<file path="src/verilog/acmp_pkg.sv">
/*
  Constants for the comparator control block: I/O offsets, bit positions,
  reset values and event mode codes.
  Assumes the CPU reaches registers by 6-bit I/O offset, one byte wide.
*/
`default_nettype none
package acmp_pkg;
  // ----------------------------------------------------------------
  // Register offsets
  // ----------------------------------------------------------------
  localparam logic [5:0] OFF_CTRL_STATUS = 6'h08;
  localparam logic [5:0] OFF_SPECIAL_IO  = 6'h30;

  // ----------------------------------------------------------------
  // Field positions
  // ----------------------------------------------------------------
  localparam int BIT_DISABLE     = 7;
  localparam int BIT_BANDGAP     = 6;
  localparam int BIT_OUT_SYNC    = 5;
  localparam int BIT_IRQ_FLAG    = 4;
  localparam int BIT_IRQ_ENABLE  = 3;
  localparam int BIT_CAPTURE     = 2;
  localparam int BIT_MODE_HI     = 1;
  localparam int BIT_MODE_LO     = 0;
  localparam int BIT_NEG_MUX_EN  = 3;

  // ----------------------------------------------------------------
  // Reset values
  // ----------------------------------------------------------------
  localparam logic [7:0] RST_CTRL    = 8'h00;
  localparam logic       RST_NEG_MUX = 1'b0;

  // ----------------------------------------------------------------
  // Event modes
  // ----------------------------------------------------------------
  typedef enum logic [1:0] {
    MODE_TOGGLE   = 2'h0,
    MODE_RESERVED = 2'h1,
    MODE_FALL     = 2'h2,
    MODE_RISE     = 2'h3
  } irq_mode_e;
endpackage : acmp_pkg
`default_nettype wire

</file>
<file path="src/verilog/acmp_evt_if.sv">
/*
  Carrier between the control block and its edge detector.
  Assumes both ends share sys_clk.
*/
`timescale 1ns/1ns
`default_nettype none
interface acmp_evt_if;
  logic               sync_level;
  acmp_pkg::irq_mode_e mode;
  logic               event_hit;
  modport ctrl (output sync_level, output mode, input event_hit);
  modport det  (input sync_level, input mode, output event_hit);
endinterface : acmp_evt_if
`default_nettype wire

</file>
<file path="src/verilog/acmp_edge_det.sv">
/*
  Edge detector: compares the synchronised comparator level with its
  value one cycle earlier and reports the event chosen by the mode.
  Assumes the level is already synchronous to sys_clk.
*/
`timescale 1ns/1ns
`default_nettype none
module acmp_edge_det (
  input  wire logic   sys_clk,
  input  wire logic   rst,
  acmp_evt_if.det     evt
);
  logic prev_q;
  logic prev_d;
  logic hit;

  always_comb
  begin
    prev_d = evt.sync_level;
    hit    = 1'b0;
    unique case (evt.mode)
      acmp_pkg::MODE_TOGGLE:   hit = evt.sync_level ^ prev_q;
      acmp_pkg::MODE_FALL:     hit = prev_q & ~evt.sync_level;
      acmp_pkg::MODE_RISE:     hit = ~prev_q & evt.sync_level;
      acmp_pkg::MODE_RESERVED: hit = 1'b0;
    endcase
  end

  always_ff @(posedge sys_clk)
  begin
    if (rst)
      prev_q <= 1'b0;
    else
      prev_q <= prev_d;
  end

  assign evt.event_hit = hit;
endmodule : acmp_edge_det
`default_nettype wire

</file>
<file path="src/verilog/acmp_ctrl.sv">
/*
  Digital control around an analog comparator: input selection,
  output synchroniser, event flag, interrupt request and capture routing.
  Assumes a byte-wide I/O port from the CPU with single-cycle strobes,
  and that the comparator output is asynchronous to sys_clk.
*/
`timescale 1ns/1ns
`default_nettype none

// Contract
// - Mux enable set and converter off routes selected channel pin to negative input.
// - Otherwise the dedicated negative pin drives the negative input.
// - Writing the disable bit one powers the comparator off.
// - Bandgap select feeds reference to positive input, else positive pin.
// - Comparator result is synchronised, one to two cycles latency.
// - Flag sets on the event chosen by the mode field.
// - Request only while flag, enable and global enable are all set.
// - Flag clears when the processor executes the vector.
// - Writing one to the flag clears it; zero leaves it.
// - Mode 00 toggle, 10 falling, 11 rising, 01 reserved.
// - Capture enable routes comparator output to the timer capture front end.
// - With capture enable clear there is no capture connection.
module acmp_ctrl (
  input  wire logic       sys_clk,
  input  wire logic       rst,
  input  wire logic [5:0] io_addr,
  input  wire logic [7:0] io_wdata,
  input  wire logic       io_wr,
  input  wire logic       io_rd,
  output logic      [7:0] io_rdata,
  input  wire logic       converter_enable,
  input  wire logic [2:0] channel_select,
  input  wire logic       global_irq_enable,
  input  wire logic       irq_ack,
  input  wire logic       comparator_raw,
  output logic            irq_req,
  output logic            capture_out,
  output logic            comparator_disable,
  output logic            bandgap_select,
  output logic            neg_use_channel,
  output logic      [2:0] neg_channel
);
  // ----------------------------------------------------------------
  // State
  // ----------------------------------------------------------------
  logic       sync1_q,  sync1_d;
  logic       sync2_q,  sync2_d;
  logic       dis_q,    dis_d;
  logic       bg_q,     bg_d;
  logic       flag_q,   flag_d;
  logic       ien_q,    ien_d;
  logic       cap_en_q, cap_en_d;
  logic [1:0] mode_q,   mode_d;
  logic       nme_q,    nme_d;
  logic       irq_q,    irq_d;
  logic       capo_q,   capo_d;
  logic       nuse_q,   nuse_d;
  logic [2:0] nch_q,    nch_d;
  logic [7:0] rdata_q,  rdata_d;
  logic       wr_ctrl;
  logic       wr_sfio;
  logic       hit;

  acmp_evt_if evt ();

  assign evt.sync_level = sync2_q;
  assign evt.mode       = acmp_pkg::irq_mode_e'(mode_q);
  assign hit            = evt.event_hit;

  acmp_edge_det u_det (
    .sys_clk (sys_clk),
    .rst     (rst),
    .evt     (evt)
  );

  // ----------------------------------------------------------------
  // Next state
  // ----------------------------------------------------------------
  // Output bits are registered copies, so pins lag their cause by one cycle.
  always_comb
  begin
    wr_ctrl  = io_wr && io_addr == acmp_pkg::OFF_CTRL_STATUS;
    wr_sfio  = io_wr && io_addr == acmp_pkg::OFF_SPECIAL_IO;
    sync1_d  = comparator_raw;
    sync2_d  = sync1_q;
    dis_d    = wr_ctrl ? io_wdata[acmp_pkg::BIT_DISABLE] : dis_q;
    bg_d     = wr_ctrl ? io_wdata[acmp_pkg::BIT_BANDGAP] : bg_q;
    ien_d    = wr_ctrl ? io_wdata[acmp_pkg::BIT_IRQ_ENABLE] : ien_q;
    cap_en_d = wr_ctrl ? io_wdata[acmp_pkg::BIT_CAPTURE] : cap_en_q;
    mode_d   = wr_ctrl ? io_wdata[acmp_pkg::BIT_MODE_HI:acmp_pkg::BIT_MODE_LO]
                       : mode_q;
    nme_d    = wr_sfio ? io_wdata[acmp_pkg::BIT_NEG_MUX_EN] : nme_q;
    // A new event wins over a clear in the same cycle.
    flag_d   = flag_q;
    if (irq_ack)
      flag_d = 1'b0;
    if (wr_ctrl && io_wdata[acmp_pkg::BIT_IRQ_FLAG])
      flag_d = 1'b0;
    if (hit)
      flag_d = 1'b1;
    irq_d    = flag_d && ien_d && global_irq_enable;
    capo_d   = cap_en_d ? sync2_q : 1'b0;
    nuse_d   = nme_d && !converter_enable;
    nch_d    = nuse_d ? channel_select : 3'h0;
    rdata_d  = 8'h00;
    if (io_rd && io_addr == acmp_pkg::OFF_CTRL_STATUS)
      rdata_d = {dis_q, bg_q, sync2_q, flag_q, ien_q, cap_en_q, mode_q};
    else if (io_rd && io_addr == acmp_pkg::OFF_SPECIAL_IO)
      rdata_d = {4'h0, nme_q, 3'h0};
  end

  // ----------------------------------------------------------------
  // Registers
  // ----------------------------------------------------------------
  always_ff @(posedge sys_clk)
  begin
    if (rst)
    begin
      sync1_q  <= 1'b0;
      sync2_q  <= 1'b0;
      dis_q    <= acmp_pkg::RST_CTRL[acmp_pkg::BIT_DISABLE];
      bg_q     <= acmp_pkg::RST_CTRL[acmp_pkg::BIT_BANDGAP];
      flag_q   <= acmp_pkg::RST_CTRL[acmp_pkg::BIT_IRQ_FLAG];
      ien_q    <= acmp_pkg::RST_CTRL[acmp_pkg::BIT_IRQ_ENABLE];
      cap_en_q <= acmp_pkg::RST_CTRL[acmp_pkg::BIT_CAPTURE];
      mode_q   <= acmp_pkg::RST_CTRL[acmp_pkg::BIT_MODE_HI:acmp_pkg::BIT_MODE_LO];
      nme_q    <= acmp_pkg::RST_NEG_MUX;
      irq_q    <= 1'b0;
      capo_q   <= 1'b0;
      nuse_q   <= 1'b0;
      nch_q    <= 3'h0;
      rdata_q  <= 8'h00;
    end
    else
    begin
      sync1_q  <= sync1_d;
      sync2_q  <= sync2_d;
      dis_q    <= dis_d;
      bg_q     <= bg_d;
      flag_q   <= flag_d;
      ien_q    <= ien_d;
      cap_en_q <= cap_en_d;
      mode_q   <= mode_d;
      nme_q    <= nme_d;
      irq_q    <= irq_d;
      capo_q   <= capo_d;
      nuse_q   <= nuse_d;
      nch_q    <= nch_d;
      rdata_q  <= rdata_d;
    end
  end

  assign io_rdata           = rdata_q;
  assign irq_req            = irq_q;
  assign capture_out        = capo_q;
  assign comparator_disable = dis_q;
  assign bandgap_select     = bg_q;
  assign neg_use_channel    = nuse_q;
  assign neg_channel        = nch_q;
endmodule : acmp_ctrl
`default_nettype wire

</file>
<file path="config.mk">
export PLATFORM = sky130hd
export DESIGN_NAME = acmp_ctrl
export DESIGN_NICKNAME = d
export VERILOG_FILES = /design/src/verilog/acmp_pkg.sv /design/src/verilog/acmp_evt_if.sv /design/src/verilog/acmp_edge_det.sv /design/src/verilog/acmp_ctrl.sv
export SDC_FILE = /design/constraint.sdc
export NUM_CORES = 1
export LEC_CHECK = 0
export ABC_AREA = 1
export BUFFER_PORTS_ARGS = -buffer_cell sky130_fd_sc_hd__buf_2
export CORE_MARGIN = 4
export CORE_UTILIZATION = 44
export CTS_BUF_LIST = sky130_fd_sc_hd__clkbuf_16
export CTS_CLUSTER_DIAMETER = 30
export DETAILED_ROUTE_END_ITERATION = 6
export PLACE_DENSITY = 0.8
export SLEW_MARGIN = 20
export SYNTH_ARGS = -nofsm -noshare
export SYNTH_HDL_FRONTEND = slang
export SYNTH_SLANG_ARGS = --single-unit
</file>
<file path="constraint.sdc">
create_clock -name sys_clk -period 2.7 [get_ports sys_clk]
set_clock_uncertainty 0.1 [all_clocks]
set_input_delay 0.405 -clock sys_clk [delete_from_list [all_inputs] [get_ports sys_clk]]
set_output_delay 0.405 -clock sys_clk [all_outputs]
set_load 0.005 [all_outputs]
</file>
==> flow_summary.yaml, run 1 <==
place:
  detailed_place_hpwl_um: 1450
  portBuffers: 39
  gp_congestion: 0.781
  post-place-ws_ps: 1170
synthesis:
  yosys_warnings: 0
  postSynthAreaPerCell_um2: 8.21
  synth-seq-cells: 25
  syn-cell-area_um2: 920
  syn-num-nets: 139
  seq_area_frac_synth_pct: 54.4
  synth_cell_type_count: 18
  synthCells: 112
worst_setup_path:
  slowest_delay_ps: 330
  startpoint_type: "register"
  cp_data_required_time_ps: 2750
  worstPathCellList: "inv_1 -> ha_1 -> nor2_1 -> o22ai_1 -> nor2_1 -> a21oi_1 -> nor2_1"
  r2r-start: "evt.sync_level$_SDFF_PP0_"
  crit_fanout: 4
  crit_path_frequent_cell: "nor2_1"
  cp-end-kind: "register"
  critPathTopFamily: "flip-flops"
  arrival_ps: 1400
  crit_slowest_cell: "dfxtp_1"
  ff2ff_setup_slack_ps: 1340
  criticalPathCategory: "register to register"
  path_buf_inv: 1
  ff2ff_path_depth: 7
  r2r_end: "flag_q$_SDFF_PP0_"
cells_and_area:
  diodes: 0
  layout-drive-gt1-share_pct: 32.5
  fill_cells: 184
  largest_reg_flops: 8
  syn2layout_area_growth_pct: 32.4
  final_common_cell: "buf_2"
  layout.nets: 182
  layout_common_cells: "buf_2 (39), dfxtp_1 (25), nor2_1 (24)"
pwr:
  p_sw_uw: 145
  leakage_uw: 0.000640
  power.internal_uw: 591
  powerDensity_mw_per_mm2: 604
  power_uw: 736
  seq_power_share_pct: 50.8
  clkPwrFrac_pct: 43.3
  sw_frac_of_total_pct: 19.7
  share_comb_of_total_power_pct: 5.9
  peakVddDrop_uv: 373
drt:
  viasPerCell: 4.53
  drtIter0Drc: 3
  wl_per_cell_um: 9.99
  firstDrtPassIters: 4
  via_count: 820
  wl_um: 1810
  drc: 0
  ant_nets: 0
clock_network:
  clkSlewWorstSetupHoldPaths_ps: 60
  clk_latency_ps: 260
  cts_buffers: 3
  clock_path_buffers: 2
  cts_hold_buffers: 0
  cts_num_sinks: 25
  post_cts_buffers: 0
  htreeDepth: 1
  cts_resized: 0
  cts-root-buf: "clkbuf_16"
  cts_tree: "built"
grt:
  grt_pass1_wl_um: 2900
  grt_start_max_net_pins: 15
  grt_usage_pct: 14.1
  grt_overflow: 0
  grt_pass1_vias: 751
  antenna_found_initial: 0
timing:
  worst_slew_pin_slew_ps: 278
  setup_viol: 0
  finalMaxSlewViolations: 0
  rsz0062_at_grt: "no"
  period_needed_ps: 1360
  setup_tns_ps: 0
  fmax_mhz: 736
  fin_crit_sh_pct: 50.3
  relSlewSlack_pct: 81.4
  finalHoldViolations: 0
  layout_setup_ws_ps: 1340
hold_path:
  hold_depth: 3
  min_from: "comparator_raw"
  min_to: "sync1_q$_SDFF_PP0_"
  worstHoldPathType: "input pin to register"
floorplan:
  initial_core_util_pct: 46.4
  core_area_mm2: 0.00198
  num_rows: 16
  die_w_um: 53.7
  ios: 41
  fp.dieH_um: 53.7
  die-area_mm2: 0.00289
job:
  max_cap_viol_count: 0
run_status:
  status: "finished clean"
## stage by stage
| step | cells | hold WS (ps) | utilization [%] | instance area [um2] |
|---|---|---|---|---|
| after floorplan | 112 | 288 | - | 920 |
| after global placement | 177 | 290 | 57.4 | 1140 |
| after detailed placement | 177 | 305 | 57.4 | 1140 |
| after CTS | 181 | 255 | 61.4 | 1220 |
| after global routing | 181 | 262 | 61.4 | 1220 |
| final | 181 | 257 | 61.4 | 1220 |
## worst max-delay path by stage
stage	from	to	cells after the start	slack [ps]
3_3_place_gp	io_addr[1]	irq_req$_SDFF_PP0_	7	1200
6_report	evt.sync_level$_SDFF_PP0_	flag_q$_SDFF_PP0_	7	1340
4_1_cts	evt.sync_level$_SDFF_PP0_	flag_q$_SDFF_PP0_	7	1340
2_1_floorplan	evt.sync_level$_SDFF_PP0_	irq_req$_SDFF_PP0_	7	1460
5_1_grt	evt.sync_level$_SDFF_PP0_	flag_q$_SDFF_PP0_	7	1240
3_5_place_dp	io_addr[1]	irq_req$_SDFF_PP0_	7	1170
## layout make-up
type,count,area (um2),area share [%]
Clock buffer,3,75.1,6.17
Tap cell,27,33.8,2.77
Clock inverter,1,5.00,0.411
Inverter,22,82.6,6.78
Multi-Input combinational cell,64,325,26.7
Timing Repair Buffer,39,195,16.0
Sequential cell,25,500,41.1
## cell families (layout without fill, tap and decap cells)
family / after synthesis / count (layout) / share of synthesized area [%]
buf+inv: 23 / 65 / 10.2
fa+ha+maj: 2 / 2 / 2.72
simple gates: 50 / 50 / 26.0
compound gates: 12 / 12 / 6.67
flops: 25 / 25 / 54.4
## synthesized netlist by cell type
cell type	number	share of area, %
nor2_4	1	1.2
nand4_2	1	1.4
inv_1	22	9.0
dfxtp_1	25	54
nor2_1	24	9.8
nand2_1	10	4.1
and3_1	1	0.68
nor2_2	1	0.68
o21ai_0	4	2.2
o22ai_1	1	0.68
nor3_2	1	1.1
a21oi_1	7	3.8
nand4_1	5	3.4
nor3_1	1	0.54
nand3_1	2	1.1
ha_1	2	2.7
buf_6	1	1.2
nand2_2	3	2.0
## power groups by stage
stage | clock network (uW) | logic, uW | registers [uW]
finish | 318 | 43.6 | 374
global route | 338 | 49.6 | 374
CTS | 326 | 43.9 | 374
detailed placement | 0 | 43.6 | 382
global placement | 0 | 41.7 | 382
floorplan | 0 | 18.8 | 382
## worst reg2reg max path, delay by kind of cell (launching register included)
kind / cells / cell delay (ps)
simple gates: 3 / 170
compound gates: 2 / 270
buf+inv: 1 / 90
flops: 1 / 330
fa+ha+maj: 1 / 290
## metal layers
metal	wire length, um	GRT usage, %
met2	839	23.2
met4	52	10.2
met5	0	0
met3	155	3.05
met1	760	16.0
(Power assumes the default switching activity.)
==> run 2, diff against run 1 <==
--- a/config.mk
+++ b/config.mk
@@ -8,11 +8,11 @@
 export ABC_AREA = 1
 export BUFFER_PORTS_ARGS = -buffer_cell sky130_fd_sc_hd__buf_2
 export CORE_MARGIN = 4
-export CORE_UTILIZATION = 44
+export CORE_UTILIZATION = 40
 export CTS_BUF_LIST = sky130_fd_sc_hd__clkbuf_16
 export CTS_CLUSTER_DIAMETER = 30
 export DETAILED_ROUTE_END_ITERATION = 6
-export PLACE_DENSITY = 0.8
+export PLACE_DENSITY = 0.77
 export SLEW_MARGIN = 20
 export SYNTH_ARGS = -nofsm -noshare
 export SYNTH_HDL_FRONTEND = slang
==> constraint.sdc (replaced) <==
create_clock -name sys_clk -period 1.16 [get_ports sys_clk]
set_clock_uncertainty 0.1 [all_clocks]
set_input_delay 0.174 -clock sys_clk [delete_from_list [all_inputs] [get_ports sys_clk]]
set_output_delay 0.174 -clock sys_clk [all_outputs]
set_load 0.005 [all_outputs]
==> flow_summary.yaml, run 2 (same netlist as run 1, synthesis figures left out) <==
floorplan:
  die_w_um: 56.0
  num_rows: 17
  fp.dieH_um: 56.0
  initial_core_util_pct: 42.0
  core_area_mm2: 0.00219
  ios: 41
  die-area_mm2: 0.00313
drt:
  drtIter0Drc: 12
  drc: 0
  wl_um: 1960
  viasPerCell: 4.51
  ant_nets: 0
  wl_per_cell_um: 10.5
  via_count: 843
  firstDrtPassIters: 3
worst_setup_path:
  r2r_end: "flag_q$_SDFF_PP0_"
  ff2ff_path_depth: 7
  path_buf_inv: 1
  crit_path_frequent_cell: "nor2_1"
  r2r-start: "evt.sync_level$_SDFF_PP0_"
  crit_fanout: 2
  critPathTopFamily: "flip-flops"
  worstPathCellList: "inv_2 -> ha_4 -> nor2_4 -> o22ai_2 -> nor2_1 -> a21oi_2 -> nor2_1"
  startpoint_type: "register"
  crit_slowest_cell: "dfxtp_2"
  cp-end-kind: "register"
  ff2ff_setup_slack_ps: -60
  criticalPathCategory: "register to register"
  slowest_delay_ps: 330
  arrival_ps: 1270
  cp_data_required_time_ps: 1210
hold_path:
  hold_depth: 3
  min_to: "sync1_q$_SDFF_PP0_"
  min_from: "comparator_raw"
  worstHoldPathType: "input pin to register"
cells_and_area:
  final_common_cell: "buf_2"
  final_cells: 187
  layout-drive-gt1-share_pct: 38.4
  largest_reg_flops: 8
  diodes: 0
  layout.nets: 187
  syn2layout_area_growth_pct: 40.0
  fill_cells: 203
  layout_common_cells: "buf_2 (39), nor2_1 (23), dfxtp_1 (23)"
pwr:
  share_comb_of_total_power_pct: 7.0
  power.internal_uw: 1390
  clkPwrFrac_pct: 42.1
  powerDensity_mw_per_mm2: 1330
  power_uw: 1710
  seq_power_share_pct: 50.8
  leakage_uw: 0.000666
  p_sw_uw: 328
  sw_frac_of_total_pct: 19.2
  peakVddDrop_uv: 832
grt:
  grt_overflow: 0
  grt_pass1_vias: 884
  grt_usage_pct: 14.0
  antenna_found_initial: 0
  grt_start_max_net_pins: 14
  grt_pass1_wl_um: 3440
timing:
  layout_setup_ws_ps: -56.7
  fmax_mhz: 822
  worst_slew_pin_slew_ps: 291
  rsz0062_at_grt: "yes"
  whs_ps: 20.8
  fin_crit_sh_pct: 105
  finalMaxSlewViolations: 0
  finalHoldViolations: 0
  setup_viol: 2
  period_needed_ps: 1220
  relSlewSlack_pct: 80.6
place:
  detailed_place_hpwl_um: 1620
  dp_cells: 182
  portBuffers: 39
  gp_congestion: 0.816
run_status:
  violations: "setup timing"
  status: "finished with violations"
job:
  max_cap_viol_count: 0
clock_network:
  cts_hold_buffers: 0
  clk_latency_ps: 250
  cts_tree: "built"
  clkSlewWorstSetupHoldPaths_ps: 60
  cts_num_sinks: 25
  cts_buffers: 3
  clock_path_buffers: 2
  htreeDepth: 1
  cts-root-buf: "clkbuf_16"
[run 2: worst max path at each step]
| stage | cells after the start | slack, ps | endpoint | start |
|---|---|---|---|---|
| detailed placement | 7 | -130 | irq_req$_SDFF_PP0_ | evt.sync_level$_SDFF_PP0_ |
| floorplan | 7 | -40 | irq_req$_SDFF_PP0_ | evt.sync_level$_SDFF_PP0_ |
| global placement | 7 | -70 | irq_req$_SDFF_PP0_ | evt.sync_level$_SDFF_PP0_ |
| finish | 7 | -60 | flag_q$_SDFF_PP0_ | evt.sync_level$_SDFF_PP0_ |
| global route | 7 | -140 | flag_q$_SDFF_PP0_ | evt.sync_level$_SDFF_PP0_ |
| CTS | 7 | -130 | irq_req$_SDFF_PP0_ | evt.sync_level$_SDFF_PP0_ |
[run 2: metal layers]
metal	GRT usage (%)	share of wire, %
met4	8.14	2.7
met1	13.9	37
met2	26.2	53
met3	3.25	6.9
met5	0	0
[run 2: worst min-delay path: stages]
cell and delay, ps:
buf_2 80, inv_1 30, nor2_1 60
[run 2: timing repair]
action                                  4_1_cts  5_1_grt
pin swaps                                     3        5
endpoints found under the setup margin        2        2
setup buffers                                 1        0
gates resized for setup                       2        4
[run 2: power by group through the flow]
stage	Clock [uW]	Combinational [uW]	Sequential, uW
6_report	722	121	871
5_1_grt	781	136	872
4_1_cts	742	116	871
3_5_place_dp	0	111	889
3_3_place_gp	0	105	889
2_1_floorplan	0	43.9	889
[run 2: final cells by class]
class                      instances  area [um2]  share of cell area (%)
inverter                          22        82.6                    6.41
clock buffer                       3        75.1                    5.83
sequential                        25         503                    39.1
clock inverter                     1        3.75                   0.292
tap                               28        35.0                    2.72
timing repair buffer              44         233                    18.1
multi-input combinational         64         355                    27.6
[run 2: stage by stage]
stage | instance area (um2) | setup WS, ps | utilization [%] | setup TNS [ps]
after floorplan | 921 | -44.7 | - | -77.2
after global placement | 1170 | -66.7 | 53.4 | -126
after detailed placement | 1170 | -133 | 53.4 | -869
after CTS | 1270 | -132 | 58.0 | -260
after global routing | 1290 | -136 | 58.8 | -252
final | 1290 | -56.7 | 58.8 | -109
